<file path="src/rtl/fcm_defs.svh">
// Constants of the frame control and source match enable register bank.
// Assumes inclusion by bare name from the package and the design module.
`ifndef FCM_DEFS_SVH
`define FCM_DEFS_SVH

// ----
// Register offsets
// ----
`define FCM_ADDR_SHORT_EN0 8'h04
`define FCM_ADDR_SHORT_EN1 8'h05
`define FCM_ADDR_SHORT_EN2 8'h06
`define FCM_ADDR_EXT_EN0 8'h08
`define FCM_ADDR_EXT_EN1 8'h09
`define FCM_ADDR_EXT_EN2 8'h0a
`define FCM_ADDR_FRM_CTRL 8'h0c

// ----
// Reset values and frame constants
// ----
`define FCM_RST_ENABLE 8'h00
`define FCM_RST_FRM_CTRL 8'h40
`define FCM_CRC_POLY 16'h8408
`define FCM_CRC_INIT 16'h0000
`define FCM_PRNG_SEED 16'hffff
`define FCM_FCS_BYTES 7'h02
`define FCM_ACK_FCF_LO 8'h02
`define FCM_ACK_FCF_HI 8'h00
`define FCM_ACK_LAST_IDX 2'h2

// ----
// Timing: clock period and acknowledgement turnaround
// ----
`define FCM_CLK_PERIOD_NS 20
`define FCM_SYMBOL_NS 16000
`define FCM_ACK_SYMBOLS 12
`define FCM_ACK_DELAY_CYCLES ((`FCM_ACK_SYMBOLS * `FCM_SYMBOL_NS) / `FCM_CLK_PERIOD_NS)

`endif

</file>
<file path="src/rtl/fcm_pkg.sv">
// Types and shared functions of the frame control register bank.
// Assumes fcm_defs.svh is on the include path.
`include "fcm_defs.svh"

package fcm_pkg;

    // ----
    // Frame handling control layout, bit 7 down to bit 0
    // ----
    typedef struct packed {
        logic status_append_select;
        logic hw_checksum_enable;
        logic autoAck;
        logic peakHold;
        logic [1:0] rxMode;
        logic [1:0] txMode;
    } fcm_frm_ctrl_t;

    // Receive and transmit mode encodings.
    typedef enum logic [1:0] {
        FCM_RX_NORMAL = 2'h0, FCM_RX_RSVD = 2'h1, FCM_RX_LOOP = 2'h2, FCM_RX_NO_SYNC = 2'h3
    } fcm_rx_mode_t;
    typedef enum logic [1:0] {
        FCM_TX_NORMAL = 2'h0, FCM_TX_RSVD = 2'h1, FCM_TX_LOOP = 2'h2, FCM_TX_PRNG = 2'h3
    } fcm_tx_mode_t;

    // Received frame facts that arrive with the last byte.
    typedef struct packed {
        logic ackRequest;
        logic addrAccepted;
        logic [7:0] seqNum;
        logic [6:0] correlation;
        logic [6:0] source_match_result_index;
    } fcm_rx_info_t;

    // Transmit sequencer states.
    typedef enum logic [5:0] {
        FCM_TX_IDLE = 6'b000001,
        FCM_TX_DATA = 6'b000010,
        FCM_TX_ACK = 6'b000100,
        FCM_TX_CRC_LO = 6'b001000,
        FCM_TX_CRC_HI = 6'b010000,
        FCM_TX_RANDOM = 6'b100000
    } fcm_tx_state_t;

    // One byte of the ITU-T CRC-16, least significant bit first.
    function automatic logic [15:0] fcm_crc_byte(input logic [15:0] c, input logic [7:0] d);
        logic [15:0] r;
        r = c;
        for (int i = 0; i < 8; i++) begin
            r = (r[0] ^ d[i]) ? ((r >> 1) ^ `FCM_CRC_POLY) : (r >> 1);
        end
        return r;
    endfunction

endpackage
</file>
<file path="src/rtl/fcm_frame_ctrl.sv">
// Frame handling control, source match enables, checksum, status append,
// auto acknowledgement, signal strength capture and test modes.
// Assumes the serial bus decoder, FIFOs, modem and filter share ref_clk.
//
// Contract
// Short-address enable word: 24 bits, three bytes.
// Extended enable word held in three bytes.
// Extended entry written only from even bits.
// Extended entry read back on both bits.
// Host disables entry before rewriting it.
// Append select 0: strength, ok, correlation.
// Append select 1: strength, ok, match index.
// Transmit appends hardware CRC-16 when enabled.
// Host loads final bytes without hardware CRC.
// Receive checks CRC, stores status word.
// Checksum off: last two bytes unchanged.
// Acknowledgements unaffected by checksum setting.
// Auto-acknowledge twelve symbols after good frame.
// Strength register: latest or held peak.
// Receive modes: normal, loop, no symbol search.
// Transmit modes: normal, loop, pseudo-random.
// Frame control at 0x00C, resets 0x40.
// Normal transmit aborts on underflow.
// Host never programs reserved mode 01.
`timescale 1ns/100ps
`include "fcm_defs.svh"

module fcm_frame_ctrl
    import fcm_pkg::*;
#(
    parameter int ACK_DELAY_CYCLES = `FCM_ACK_DELAY_CYCLES
) (
    // Clock and reset
    input wire logic ref_clk,
    input wire logic sys_rst,
    // Register port from the serial bus decoder
    input wire logic regWrite,
    input wire logic regRead,
    input wire logic [7:0] regAddr,
    input wire logic [7:0] regWrData,
    output logic [7:0] regRdData,
    output logic regRdValid,
    // Enables towards the source match engine
    output logic [23:0] shortMatchEn,
    output logic [11:0] long_entry_match_enables,
    // Receive byte stream from the demodulator
    input wire logic rxByteValid,
    input wire logic [7:0] rxByte,
    input wire logic rxByteLast,
    input wire fcm_rx_info_t rxInfo,
    // Receive FIFO write side
    input wire logic rxFifoFull,
    output logic rxFifoWrite,
    output logic [7:0] rxFifoData,
    output logic rxOverflow,
    output logic symbolSearchEn,
    // Signal strength
    input wire logic rssiValid,
    input wire logic signed [7:0] rssiIn,
    output logic signed [7:0] rssiValue,
    // Transmit FIFO read side
    input wire logic txFifoEmpty,
    input wire logic [7:0] transmit_buffer_port,
    output logic txFifoRead,
    // Transmit control and byte stream to the modulator
    input wire logic txStart,
    input wire logic txStop,
    input wire logic [6:0] txLen,
    input wire logic txByteReq,
    output logic txByteValid,
    output logic [7:0] txByte,
    output logic txActive,
    output logic txDone,
    output logic txUnderflow,
    output logic ackSent
);

    // ----
    // Declarations
    // ----
    fcm_frm_ctrl_t frmCtrl;
    logic [3:0] extW [3];
    logic signed [7:0] rssiLatest;
    logic peakHoldDly;
    logic [7:0] rxHold0;
    logic [7:0] rxHold1;
    logic [1:0] rxHeld;
    logic [1:0] rxTail;
    logic [15:0] rxCrc;
    logic [15:0] next_rxCrc;
    logic rxCrcOk;
    fcm_rx_info_t rxInfoLat;
    logic emitValid;
    logic [7:0] emitByte;
    logic ackPending;
    logic [13:0] ackTimer;
    logic [7:0] ackSeq;
    fcm_tx_state_t txState;
    logic [6:0] txRemain;
    logic [1:0] ackIdx;
    logic [15:0] txCrc;

    // Extended enables: one stored bit per entry, two bits per entry on read.
    function automatic logic [7:0] ext_read(input logic [3:0] e);
        return {e[3], e[3], e[2], e[2], e[1], e[1], e[0], e[0]};
    endfunction
    function automatic logic [3:0] ext_write(input logic [7:0] w);
        return {w[6], w[4], w[2], w[0]};
    endfunction
    // Acknowledgement frame byte by position; feeds both the byte and its checksum.
    function automatic logic [7:0] ack_byte(input logic [1:0] i, input logic [7:0] s);
        case (i)
            2'h0: return `FCM_ACK_FCF_LO;
            2'h1: return `FCM_ACK_FCF_HI;
            default: return s;
        endcase
    endfunction

    // ----
    // Register writes
    // ----
    // Enable words; odd extended bits are dropped on write.
    always_ff @(posedge ref_clk) begin
        if (sys_rst) begin
            shortMatchEn <= {3{`FCM_RST_ENABLE}};
            extW[0] <= 4'(`FCM_RST_ENABLE);
            extW[1] <= 4'(`FCM_RST_ENABLE);
            extW[2] <= 4'(`FCM_RST_ENABLE);
        end else if (regWrite) begin
            case (regAddr)
                `FCM_ADDR_SHORT_EN0: shortMatchEn[7:0] <= regWrData;
                `FCM_ADDR_SHORT_EN1: shortMatchEn[15:8] <= regWrData;
                `FCM_ADDR_SHORT_EN2: shortMatchEn[23:16] <= regWrData;
                `FCM_ADDR_EXT_EN0: extW[0] <= ext_write(regWrData);
                `FCM_ADDR_EXT_EN1: extW[1] <= ext_write(regWrData);
                `FCM_ADDR_EXT_EN2: extW[2] <= ext_write(regWrData);
                default: ;
            endcase
        end
    end

    // Frame handling control register.
    always_ff @(posedge ref_clk) begin
        if (sys_rst) begin
            frmCtrl <= `FCM_RST_FRM_CTRL;
        end else if (regWrite && regAddr == `FCM_ADDR_FRM_CTRL) begin
            frmCtrl <= regWrData;
        end
    end

    // Enables presented to the match engine.
    always_ff @(posedge ref_clk) begin
        if (sys_rst) begin
            long_entry_match_enables <= '0;
        end else begin
            long_entry_match_enables <= {extW[2], extW[1], extW[0]};
        end
    end

    // ----
    // Register reads
    // ----
    // Read data is registered one cycle after the read strobe; unmapped is zero.
    always_ff @(posedge ref_clk) begin
        if (sys_rst) begin
            regRdData <= '0;
            regRdValid <= 1'b0;
        end else begin
            regRdValid <= regRead;
            if (regRead) begin
                case (regAddr)
                    `FCM_ADDR_SHORT_EN0: regRdData <= shortMatchEn[7:0];
                    `FCM_ADDR_SHORT_EN1: regRdData <= shortMatchEn[15:8];
                    `FCM_ADDR_SHORT_EN2: regRdData <= shortMatchEn[23:16];
                    `FCM_ADDR_EXT_EN0: regRdData <= ext_read(extW[0]);
                    `FCM_ADDR_EXT_EN1: regRdData <= ext_read(extW[1]);
                    `FCM_ADDR_EXT_EN2: regRdData <= ext_read(extW[2]);
                    `FCM_ADDR_FRM_CTRL: regRdData <= frmCtrl;
                    default: regRdData <= '0;
                endcase
            end
        end
    end

    // ----
    // Signal strength capture
    // ----
    // Latest sample always tracked; the report holds the peak in peak mode.
    always_ff @(posedge ref_clk) begin
        if (sys_rst) begin
            rssiLatest <= '0;
            rssiValue <= '0;
            peakHoldDly <= 1'b0;
        end else begin
            peakHoldDly <= frmCtrl.peakHold;
            if (rssiValid) begin
                rssiLatest <= rssiIn;
            end
            if (!frmCtrl.peakHold || !peakHoldDly) begin
                rssiValue <= rssiValid ? rssiIn : rssiLatest;
            end else if (rssiValid && rssiIn > rssiValue) begin
                rssiValue <= rssiIn;
            end
        end
    end

    // ----
    // Receive path
    // ----
    // Checksum over every byte, the check field included, leaves zero.
    assign next_rxCrc = fcm_crc_byte(rxCrc, rxByte);

    // Two bytes are held back so the check field can be replaced at the end.
    always_ff @(posedge ref_clk) begin
        if (sys_rst) begin
            rxHold0 <= '0;
            rxHold1 <= '0;
            rxHeld <= '0;
            rxTail <= '0;
            rxCrc <= `FCM_CRC_INIT;
            rxCrcOk <= 1'b0;
            rxInfoLat <= '0;
        end else if (rxByteValid) begin
            rxHold0 <= rxHold1;
            rxHold1 <= rxByte;
            rxHeld <= (rxHeld == 2'h2 || rxByteLast) ? 2'h2 : rxHeld + 2'h1;
            rxCrc <= rxByteLast ? `FCM_CRC_INIT : next_rxCrc;
            if (rxByteLast) begin
                rxTail <= 2'h2;
                rxHeld <= '0;
                rxCrcOk <= (next_rxCrc == 16'h0000);
                rxInfoLat <= rxInfo;
            end
        end else if (rxTail != 2'h0) begin
            rxTail <= rxTail - 2'h1;
            rxHold0 <= rxHold1;
        end
    end

    // Byte chosen for the FIFO this cycle.
    always_comb begin
        emitValid = 1'b0;
        emitByte = rxHold0;
        if (rxByteValid && rxHeld == 2'h2) begin
            emitValid = 1'b1;
        end else if (!rxByteValid && rxTail == 2'h2) begin
            emitValid = 1'b1;
            if (frmCtrl.hw_checksum_enable) begin
                emitByte = rssiLatest;
            end
        end else if (!rxByteValid && rxTail == 2'h1) begin
            emitValid = 1'b1;
            if (!frmCtrl.hw_checksum_enable) begin
                emitByte = rxHold0;
            end else if (frmCtrl.status_append_select) begin
                emitByte = {rxCrcOk, rxInfoLat.source_match_result_index};
            end else begin
                emitByte = {rxCrcOk, rxInfoLat.correlation};
            end
        end
    end

    // FIFO write; looping mode writes through a full FIFO without complaint.
    always_ff @(posedge ref_clk) begin
        if (sys_rst) begin
            rxFifoWrite <= 1'b0;
            rxFifoData <= '0;
            rxOverflow <= 1'b0;
            symbolSearchEn <= 1'b1;
        end else begin
            symbolSearchEn <= (frmCtrl.rxMode != FCM_RX_NO_SYNC);
            rxFifoData <= emitByte;
            if (frmCtrl.rxMode == FCM_RX_LOOP) begin
                rxFifoWrite <= emitValid;
                rxOverflow <= 1'b0;
            end else begin
                rxFifoWrite <= emitValid && !rxFifoFull;
                rxOverflow <= emitValid && rxFifoFull;
            end
        end
    end

    // ----
    // Automatic acknowledgement timing
    // ----
    // A good, accepted frame asking for it starts the turnaround count.
    always_ff @(posedge ref_clk) begin
        if (sys_rst) begin
            ackPending <= 1'b0;
            ackTimer <= '0;
            ackSeq <= '0;
        end else if (rxByteValid && rxByteLast && frmCtrl.autoAck && rxInfo.ackRequest
                     && rxInfo.addrAccepted && next_rxCrc == 16'h0000) begin
            ackPending <= 1'b1;
            ackTimer <= 14'(ACK_DELAY_CYCLES - 1);
            ackSeq <= rxInfo.seqNum;
        end else if (ackPending && ackTimer != 14'h0000) begin
            ackTimer <= ackTimer - 14'h0001;
        end else if (ackPending && txState == FCM_TX_IDLE) begin
            ackPending <= 1'b0;
        end
    end

    // ----
    // Transmit sequencer
    // ----
    always_ff @(posedge ref_clk) begin
        if (sys_rst) begin
            txState <= FCM_TX_IDLE;
            txRemain <= '0;
            ackIdx <= '0;
            txCrc <= `FCM_CRC_INIT;
            txByteValid <= 1'b0;
            txByte <= '0;
            txFifoRead <= 1'b0;
            txDone <= 1'b0;
            txUnderflow <= 1'b0;
            ackSent <= 1'b0;
        end else begin
            txByteValid <= 1'b0;
            txFifoRead <= 1'b0;
            txDone <= 1'b0;
            txUnderflow <= 1'b0;
            ackSent <= 1'b0;
            case (txState)
                FCM_TX_IDLE: begin
                    txCrc <= `FCM_CRC_INIT;
                    ackIdx <= '0;
                    if (ackPending && ackTimer == 14'h0000) begin
                        txState <= FCM_TX_ACK;
                    end else if (txStart && frmCtrl.txMode == FCM_TX_PRNG) begin
                        txCrc <= `FCM_PRNG_SEED;
                        txState <= FCM_TX_RANDOM;
                    end else if (txStart) begin
                        txRemain <= frmCtrl.hw_checksum_enable ? txLen - `FCM_FCS_BYTES
                                                               : txLen;
                        txState <= FCM_TX_DATA;
                    end
                end
                FCM_TX_DATA: begin
                    if (txStop) begin
                        txState <= FCM_TX_IDLE;
                    end else if (txRemain == 7'h00 && frmCtrl.txMode != FCM_TX_LOOP) begin
                        if (frmCtrl.hw_checksum_enable) begin
                            txState <= FCM_TX_CRC_LO;
                        end else begin
                            txDone <= 1'b1;
                            txState <= FCM_TX_IDLE;
                        end
                    end else if (txByteReq) begin
                        if (txFifoEmpty && frmCtrl.txMode != FCM_TX_LOOP) begin
                            txUnderflow <= 1'b1;
                            txState <= FCM_TX_IDLE;
                        end else begin
                            txByteValid <= 1'b1;
                            txByte <= transmit_buffer_port;
                            txFifoRead <= !txFifoEmpty;
                            txCrc <= fcm_crc_byte(txCrc, transmit_buffer_port);
                            if (frmCtrl.txMode != FCM_TX_LOOP) begin
                                txRemain <= txRemain - 7'h01;
                            end
                        end
                    end
                end
                FCM_TX_ACK: begin
                    // Acknowledgements always carry a hardware checksum.
                    if (txByteReq) begin
                        txByteValid <= 1'b1;
                        ackIdx <= ackIdx + 2'h1;
                        txByte <= ack_byte(ackIdx, ackSeq);
                        txCrc <= fcm_crc_byte(txCrc, ack_byte(ackIdx, ackSeq));
                        if (ackIdx == `FCM_ACK_LAST_IDX) begin
                            txState <= FCM_TX_CRC_LO;
                        end
                    end
                end
                FCM_TX_CRC_LO: begin
                    if (txByteReq) begin
                        txByteValid <= 1'b1;
                        txByte <= txCrc[7:0];
                        txState <= FCM_TX_CRC_HI;
                    end
                end
                FCM_TX_CRC_HI: begin
                    if (txByteReq) begin
                        txByteValid <= 1'b1;
                        txByte <= txCrc[15:8];
                        txDone <= 1'b1;
                        ackSent <= (ackIdx == 2'h3);
                        txState <= FCM_TX_IDLE;
                    end
                end
                FCM_TX_RANDOM: begin
                    if (txStop) begin
                        txState <= FCM_TX_IDLE;
                    end else if (txByteReq) begin
                        txByteValid <= 1'b1;
                        txByte <= txCrc[7:0];
                        txCrc <= fcm_crc_byte(txCrc, txCrc[15:8]);
                    end
                end
                default: txState <= FCM_TX_IDLE;
            endcase
        end
    end

    // Busy flag for the radio controller.
    always_ff @(posedge ref_clk) begin
        if (sys_rst) begin
            txActive <= 1'b0;
        end else begin
            txActive <= (txState != FCM_TX_IDLE);
        end
    end

endmodule // fcm_frame_ctrl

</file>
<file path="config.mk">
export PLATFORM = sky130hd
export DESIGN_NAME = fcm_frame_ctrl
export DESIGN_NICKNAME = d
export VERILOG_FILES = /design/src/rtl/fcm_pkg.sv /design/src/rtl/fcm_frame_ctrl.sv
export VERILOG_INCLUDE_DIRS = /design/src /design/src/rtl
export SDC_FILE = /design/constraint.sdc
export NUM_CORES = 1
export LEC_CHECK = 0
export ABC_AREA = 1
export BUFFER_PORTS_ARGS = -buffer_cell sky130_fd_sc_hd__buf_2
export CAP_MARGIN = 20
export CORE_ASPECT_RATIO = 0.5
export CORE_UTILIZATION = 40
export CTS_CLUSTER_DIAMETER = 200
export DETAILED_ROUTE_END_ITERATION = 10
export GPL_TIMING_DRIVEN = 0
export SLEW_MARGIN = 10
export SYNTH_ARGS = -nofsm -noshare
export SYNTH_HDL_FRONTEND = slang
export SYNTH_SLANG_ARGS = --single-unit
export TNS_END_PERCENT = 20
</file>
<file path="constraint.sdc">
create_clock -name ref_clk -period 4.9 [get_ports ref_clk]
set_input_delay 0.245 -clock ref_clk [delete_from_list [all_inputs] [get_ports ref_clk]]
set_output_delay 0.245 -clock ref_clk [all_outputs]
set_load 0.02 [all_outputs]
</file>
==> reports/summary.md, run 1 <==
### Outcome
* **result of the run** completed

### Power
* **Clk network pwr share** 30.7%
* **VDD IR-drop max** 236.0 uV
* **combinational share of power** 31.5%
* **internal power consumption** 3381 uW
* **Sw Ratio** 36.32%
* **switching power total** 1928 uW
* **power density normalized to cell area** 404.6 nW/um2
* **share of power burned in registers** 37.8%
* **cell leakage power** 0.005905 uW

### Critical path
* **setup slack, reg-to-reg** 2.64 ns
* **standard cell with the maximum stage delay on the critical path** sky130_fd_sc_hd__dfxtp_1
* **worst flop-to-flop path startpoint** ackIdx[0]
* **crit path launch type** flop
* **cell mode on critical path** sky130_fd_sc_hd__nand2_1
* **peak per-stage delay on the critical path** 0.41 ns
* **FF-to-FF path depth** 12
* **crit path kind** reg -> reg
* **critical path, cell by cell** inv_1 -> ha_1 -> nor2_4 -> nand2_1 -> xor2_1 -> or2_2 -> nand2_1 -> nand2_1 -> nand3_1 -> nand3_1 -> nor2_1 -> nor2_1
* **Required @ worst endpoint** 5.32 ns
* **top fanout value on the critical path** 7
* **arrival time of the worst setup path** 2.67 ns
* **end of the worst register-to-register path** txCrc[10]
* **combined buffer and inverter count along the critical path** 1
* **Critical Path Sink Type** flop
* **Largest delay share family, worst path** simple AND/OR/NAND/NOR gates

### Yosys
* **count of flip-flops with a built-in enable after synthesis** 12
* **average size of a mapped cell** 6.936 um2
* **cell with the most instances after synthesis** sky130_fd_sc_hd__nand2_1
* **top cells by count, synth** sky130_fd_sc_hd__nand2_1 (392), sky130_fd_sc_hd__dfxtp_1 (200), sky130_fd_sc_hd__nor2_1 (191), sky130_fd_sc_hd__inv_1 (164), sky130_fd_sc_hd__a21oi_1 (138)
* **Yosys cell types** 55
* **Synth area leaders** sky130_fd_sc_hd__dfxtp_1 (36%), sky130_fd_sc_hd__nand2_1 (13%), sky130_fd_sc_hd__nor2_1 (6.5%), sky130_fd_sc_hd__a21oi_1 (6.3%), sky130_fd_sc_hd__inv_1 (5.6%)
* **ys async rst share** 0%
* **Synth area leader** sky130_fd_sc_hd__dfxtp_1
* **number of storage elements in the synthesis netlist** 212
* **proportion of synthesized chip area in sequential cells** 39.65%
* **share of the synthesized area in the top cell type** 36.37%
* **Netlist Area Pre-Place** 11,010 um2
* **Yosys warning count** 0
* **Post-Synthesis Net Count** 1,689
* **main flop type after synthesis** sky130_fd_sc_hd__dfxtp_1
* **cell count after synthesis** 1,587

### Placed design
* **cell total after placement** 2,096
* **setup slack at placement** 2.582 ns
* **number of buffers added on ports** 157
* **weighted congestion reported at the end of routability-driven placement** 0.9126
* **detailed placer's ending HPWL** 26.26 mm

### CTS
* **clk root buf** sky130_fd_sc_hd__clkbuf_16
* **number of buffers inserted during clock tree synthesis** 21
* **clk slew on worst S/H paths** 0.07 ns
* **clock insertion delay at the later pin of the skew report** 0.52 ns
* **total number of clock tree sinks** 212
* **clock tree from TritonCTS** done
* **number of H-tree branching levels** 1
* **maximum clock insertion buffer count** 3
* **postcts setup bufs** 0

### Global route
* **global-route wire length before repair** 54.01 mm
* **number of global-route vias before repair** 10,049
* **pin count of the biggest net entering global routing** 15
* **Remaining Overflow, GRT** 0
* **initial antenna violation count** 0
* **Tot GR Track Use** 24.24%

### Drt
* **Remaining DRCs** 0
* **routed wl met2** 15.26 mm
* **remaining number of nets flagged by the antenna check after routing** 0
* **DRT met1 WL** 16.66 mm
* **total number of vias** 10,918
* **via-per-instance ratio** 5.066
* **Total Wirelength** 34.38 mm
* **count of TritonRoute iterations in the first routing pass** 6
* **DRC violation total after the first TritonRoute iteration** 891
* **uppermost layer routed** met4
* **routed length on met3** 1.825 mm
* **detail-routed net length per standard cell** 15.95 um

### STA
* **final clock period utilization by the worst path** 46.04%
* **post-layout min period** 2.256 ns
* **top achievable clock speed** 443.3 MHz
* **endpoints failing hold** 0
* **slew of the pin with the lowest slew margin** 0.8676 ns
* **normalized max-slew margin** 41.72%
* **count of endpoints failing setup in the final report** 0
* **setup repair after global routing missed its margin** no
* **fin worst setup slack** 2.644 ns
* **Post-Route Skew** 0.006622 ns
* **max-slew violations** 0
* **total negative setup slack** 0 ns

### Cells and area
* **core occupancy in the finished layout** 49.05%
* **count of filler cells inserted in the layout** 2,776
* **count of nets after finishing** 1,891
* **Area Overhead vs Synth** 19.17%
* **final std cells w/o fill** 2,155
* **n_diodes** 0
* **ratio of cells with drive above 1 in the final layout** 15.03%

### Die
* **Die Ht** 119.3 um
* **DIE AREA** 28,230 um2
* **ports placed on the boundary** 161
* **effective utilization at floorplan** 41.15%
* **core area** 26,750 um2
* **row count** 42
* **overall die width** 236.6 um

### Min path
* **hold depth** 3
* **Hold Startpoint** rxByte[3]
* **class of the worst hold path** in -> reg
* **Worst Hold Path EP** rxHold1[3]

### Job
* **# Max-Cap Violations** 0

[power groups by stage]
| stage | logic [uW] | registers [uW] | clock network (uW) |
|---|---|---|---|
| 6_report | 1670 | 2010 | 1630 |
| 5_1_grt | 1880 | 2020 | 1720 |
| 4_1_cts | 1660 | 2000 | 1650 |
| 3_5_place_dp | 1640 | 2040 | 0 |
| 3_3_place_gp | 1640 | 2040 | 0 |
| 2_1_floorplan | 1200 | 2060 | 0 |
[registers in the layout (all words and copies together) (netlist names), 6 cells and up]
signal,cells
ackSeq,8
ackTimer,14
extW,12
frmCtrl,8
long_entry_match_enables,12
regRdData,8
rssiLatest,8
rssiValue,8
rxCrc,16
rxFifoData,8
rxHold0,8
rxHold1,8
rxInfoLat,14
shortMatchEn,24
txByte,8
txCrc,16
txRemain,7
txState,6
[per-stage QoR]
step / instance area [um2] / hold WS (ns) / power (uW)
2_1_floorplan: 11010 / 0.3174 / 3255
3_3_place_gp: 12230 / 0.4078 / 3678
3_5_place_dp: 12230 / 0.4046 / 3683
4_1_cts: 13120 / 0.0003957 / 5319
5_1_grt: 13120 / 0.01084 / 5620
6_report: 13120 / 0.01915 / 5308
[how the worst max path moves through the flow]
stage | start | endpoint | cells after the start
5_1_grt | ackIdx[0] | txCrc[0] | 11
4_1_cts | ackIdx[0] | txCrc[10] | 12
3_3_place_gp | sys_rst | extW[0][2] | 5
3_5_place_dp | sys_rst | extW[0][3] | 5
2_1_floorplan | ackIdx[0] | txCrc[3] | 12
6_report | ackIdx[0] | txCrc[10] | 12
[what timing repair did]
item | in CTS | in global routing
hold buffers | 22 | 0
resized for setup | 0 | 0
endpoints found under the setup margin | 0 | 0
endpoints found under the hold margin | 23 | 0
[cell usage in the layout, fill, tap and decap left out, types with 22 or more instances in the layout]
master / count
sky130_fd_sc_hd__dlygate4sd3_1: 22
sky130_fd_sc_hd__clkbuf_1: 40
sky130_fd_sc_hd__buf_2: 166
sky130_fd_sc_hd__nor2_1: 191
sky130_fd_sc_hd__nand2_1: 392
sky130_fd_sc_hd__dfxtp_1: 200
sky130_fd_sc_hd__xor2_1: 24
sky130_fd_sc_hd__xnor2_1: 23
sky130_fd_sc_hd__o21ai_0: 103
sky130_fd_sc_hd__a21oi_1: 138
sky130_fd_sc_hd__nand3_1: 71
sky130_fd_sc_hd__inv_1: 164
[worst min-delay path, delay by kind of cell]
family / cells / cell delay [ns]
compound gates: 1 / 0.06
buf+inv: 2 / 0.19
[area by class of cell]
type / instances / area, um2 / share of cell area [%]
multi-input cells: 1140 / 5712 / 43.54
well taps: 352 / 440.4 / 3.357
clock buffers: 25 / 550.5 / 4.196
repair buffers: 179 / 1006 / 7.668
inverters: 180 / 678.2 / 5.169
plain buffers: 55 / 254.0 / 1.936
flip-flops and latches: 212 / 4364 / 33.27
clock inverters: 12 / 113.9 / 0.8679
[kinds of logic after synthesis]
logic type                 Yosys count  synth area share [%]
AOI/OAI and AO/OA                  311                 15.38
xor gates and xnor gates            48                 3.887
adders and majority gates           19                 2.160
buffers and inverters              235                 8.468
DFF                                212                 39.65
muxes                                7                0.6365
and+or+nand+nor                    755                 29.82
[routing by layer]
layer  vias up  track usage (%)
met5         -                0
met1      5061            34.12
li1       5566                -
met3        43            4.172
met2       248            38.62
met4         0            5.398
No activity file was read; power rests on OpenSTA's default activity.
==> run 2, diff against run 1 <==
--- a/config.mk
+++ b/config.mk
@@ -6,7 +6,7 @@
 export SDC_FILE = /design/constraint.sdc
 export NUM_CORES = 1
 export LEC_CHECK = 0
-export ABC_AREA = 1
+export ABC_AREA = 0
 export BUFFER_PORTS_ARGS = -buffer_cell sky130_fd_sc_hd__buf_2
 export CAP_MARGIN = 20
 export CORE_ASPECT_RATIO = 0.5
==> constraint.sdc (replaced) <==
create_clock -name ref_clk -period 2.1 [get_ports ref_clk]
set_input_delay 0.105 -clock ref_clk [delete_from_list [all_inputs] [get_ports ref_clk]]
set_output_delay 0.105 -clock ref_clk [all_outputs]
set_load 0.02 [all_outputs]
==> run 2 against run 1 <==
  * Global-route usage hardly changed
  * Clock power up 140%
  * Combinational power increased to 2.5 times the previous value
  * Via count down 6.2%
  * Area after synthesis fell by 2.1%
  * Design area up 8.1%
  * Core utilization is 4.6 points higher
  * Maximum frequency rose by 5.3%
  * The flow now finishes with violations (DRC, setup timing)
  * Sequential cell count did not move
  * Critical path depth fell by 6
  * First-iteration DRC count decreased by 9.5%
  * Clock-buffer cell count up 4
==> reports/summary.md, run 2 <==
### Outcome
* **result of the run** finished, violations left
* **violations in the final reports** DRC, setup timing

### Power
* **power density normalized to cell area** 897.1 nW/um2
* **VDD IR-drop max** 545.5 uV
* **post-layout power** 12,730 uW
* **cell leakage power** 0.005571 uW

### Die
* **ports placed on the boundary** 161
* **effective utilization at floorplan** 40.75%
* **Die Ht** 118.0 um
* **DIE AREA** 27,630 um2
* **row count** 42
* **overall die width** 234.1 um
* **core area** 26,430 um2

### Placed design
* **weighted congestion reported at the end of routability-driven placement** 0.9731
* **detailed placer's ending HPWL** 24.60 mm
* **setup slack at placement** -0.5406 ns
* **number of buffers added on ports** 155
* **Placement Cell Area** 11,990 um2

### Critical path
* **top fanout value on the critical path** 7
* **arrival time of the worst setup path** 2.58 ns
* **Required @ worst endpoint** 2.54 ns
* **crit path kind** reg -> reg
* **crit path launch type** flop
* **Critical Path Sink Type** flop

### Global route
* **Tot GR Track Use** 24.28%
* **initial antenna violation count** 0
* **pin count of the biggest net entering global routing** 16
* **Remaining Overflow, GRT** 0
* **global-route wire length before repair** 52.99 mm
* **number of global-route vias before repair** 9,720

### STA
* **fin worst setup slack** -0.04303 ns
* **final clock period utilization by the worst path** 102.0%
* **slew of the pin with the lowest slew margin** 1.083 ns
* **max-slew violations** 0
* **Post-Route Skew** 0.01118 ns
* **endpoints failing hold** 0
* **post-layout min period** 2.143 ns
* **count of endpoints failing setup in the final report** 9
* **normalized max-slew margin** 27.83%
* **top achievable clock speed** 466.6 MHz
* **setup repair after global routing missed its margin** yes

### Cells and area
* **n_diodes** 0
* **core occupancy in the finished layout** 53.67%
* **count of nets after finishing** 1,599
* **largest registers** shortMatchEn: 24 flops, rxCrc: 16 flops, txCrc: 16 flops
* **top library cells by usage in the layout, fill and taps aside** sky130_fd_sc_hd__dfxtp_1 (184), sky130_fd_sc_hd__buf_2 (163), sky130_fd_sc_hd__nand2_1 (113), sky130_fd_sc_hd__nor2_1 (113), sky130_fd_sc_hd__a21oi_1 (112)
* **commonest non-fill, non-tap cell in the layout** sky130_fd_sc_hd__dfxtp_1
* **final design instance area without fill** 14,190 um2
* **max FFs per register** 24
* **register bank with the most flops** shortMatchEn
* **Area Overhead vs Synth** 31.70%
* **ratio of cells with drive above 1 in the final layout** 25.74%

### Yosys
* **top cells by count, synth** sky130_fd_sc_hd__dfxtp_1 (200), sky130_fd_sc_hd__nor2_1 (119), sky130_fd_sc_hd__a21oi_1 (114), sky130_fd_sc_hd__nand2_1 (114)
* **ys async rst share** 0%
* **number of storage elements in the synthesis netlist** 212
* **main flop type after synthesis** sky130_fd_sc_hd__dfxtp_1
* **Synth area leader** sky130_fd_sc_hd__dfxtp_1
* **count of flip-flops with a built-in enable after synthesis** 12
* **Yosys cell types** 81
* **Yosys warning count** 0
* **Post-Synthesis Net Count** 1,328
* **Synth area leaders** sky130_fd_sc_hd__dfxtp_1 (37%), sky130_fd_sc_hd__a21oi_1 (5.3%), sky130_fd_sc_hd__xnor2_1 (4.7%), sky130_fd_sc_hd__mux2i_1 (4.3%), sky130_fd_sc_hd__nor2_1 (4.1%)
* **Netlist Area Pre-Place** 10,770 um2
* **cell count after synthesis** 1,226
* **proportion of synthesized chip area in sequential cells** 40.52%
* **share of the synthesized area in the top cell type** 37.17%
* **cell with the most instances after synthesis** sky130_fd_sc_hd__dfxtp_1
* **average size of a mapped cell** 8.786 um2

### CTS
* **clock insertion delay at the later pin of the skew report** 0.51 ns
* **maximum clock insertion buffer count** 3
* **clk slew on worst S/H paths** 0.07 ns
* **clk root buf** sky130_fd_sc_hd__clkbuf_16
* **number of H-tree branching levels** 1
* **number of buffers inserted during clock tree synthesis** 21
* **total number of clock tree sinks** 212
* **clock tree from TritonCTS** done

### Drt
* **Remaining DRCs** 8
* **detail-routed net length per standard cell** 18.73 um
* **Total Wirelength** 34.90 mm
* **DRC violation total after the first TritonRoute iteration** 806
* **remaining number of nets flagged by the antenna check after routing** 0
* **count of TritonRoute iterations in the first routing pass** 11
* **via-per-instance ratio** 5.500
* **total number of vias** 10,246

### Min path
* **class of the worst hold path** in -> reg

### Job
* **# Max-Cap Violations** 0

-- run 2: changes by cell type in the layout (fill, tap and decap cells not counted), sizes merged, moves of 24 or more --
cell / previous run / this run
dlygate4sd3: 22 / 53
nor2: 204 / 122
xnor2: 24 / 59
a22oi: 6 / 30
nand2: 410 / 114
mux2i: 7 / 46
buf: 173 / 222
nand3: 77 / 53
o21ai: 118 / 32
inv: 175 / 29
-- run 2: area by class of cell --
class / count / area (um2)
Clock inverter: 8 / 76.32
Multi-Input combinational cell: 902 / 6466
Buffer: 78 / 384.1
Fill cell: 2398 / 12250
Sequential cell: 212 / 4394
Inverter: 29 / 113.9
Tap cell: 352 / 440.4
Timing Repair Buffer: 253 / 1694
Clock buffer: 29 / 616.8
-- run 2: routing by layer --
| metal | vias to the layer above | share of wire, % | track usage (%) |
|---|---|---|---|
| li1 | 4914 | - | - |
| met1 | 4950 | 44 | 32.44 |
| met2 | 316 | 48 | 40.15 |
| met3 | 66 | 5.4 | 4.191 |
| met4 | 0 | 2.4 | 6.534 |
| met5 | - | 0 | 0 |
-- run 2: worst paths after layout --
path	slack (ns)	cells after the start	end	startpoint
max	-0.04	6	txRemain[6]	txState[4]
min	0.008	3	txState[4]	sys_rst
max reg2reg	-0.04	6	txRemain[6]	txState[4]
min reg2reg	0.46	2	rxCrcOk	rxCrcOk
-- run 2: logic make-up (layout without fill, tap and decap cells) --
logic type | count (synthesis) | after routing | synth area share [%]
AOI/OAI and AO/OA | 306 | 306 | 19.70
xor gates and xnor gates | 101 | 101 | 8.561
adders and majority gates | 19 | 19 | 2.207
buffers and inverters | 112 | 397 | 4.391
DFF | 212 | 212 | 40.52
muxes | 54 | 54 | 5.111
and+or+nand+nor | 422 | 422 | 19.51
-- run 2: worst max-delay path, stage by stage (launching register included) --
cell	delay [ns]
sky130_fd_sc_hd__dfxtp_4	0.37
sky130_fd_sc_hd__or4_4	0.59
sky130_fd_sc_hd__a211o_1	0.37
sky130_fd_sc_hd__nor3_4	0.34
sky130_fd_sc_hd__buf_4	0.18
sky130_fd_sc_hd__o211ai_1	0.07
sky130_fd_sc_hd__a21oi_1	0.14
-- run 2: power by group --
part | switching [uW] | internal, uW
combinational | 2290 | 1960
clock | 1700 | 2190
sequential | 242 | 4340
total | 4240 | 8490
-- run 2: what timing repair did --
action / CTS / global route
endpoints found under the setup margin: 73 / 74
gates resized for setup: 73 / 71
endpoints found under the hold margin: 85 / 0
cloned: 1 / 1
hold buffers: 53 / 0
pin swaps: 17 / 20
buffers inserted: 8 / 35
-- run 2: per-stage QoR --
step | cells | TNS [ns] | hold slack (ns)
global placement | 1733 | -25.08 | 0.3096
finish | 1863 | -0.1654 | 0.007977
floorplan | 1226 | 0 | 0.1774
global route | 1863 | -1.610 | 0.01026
detailed placement | 1733 | -27.27 | 0.3114
CTS | 1830 | -0.4586 | 0.005944
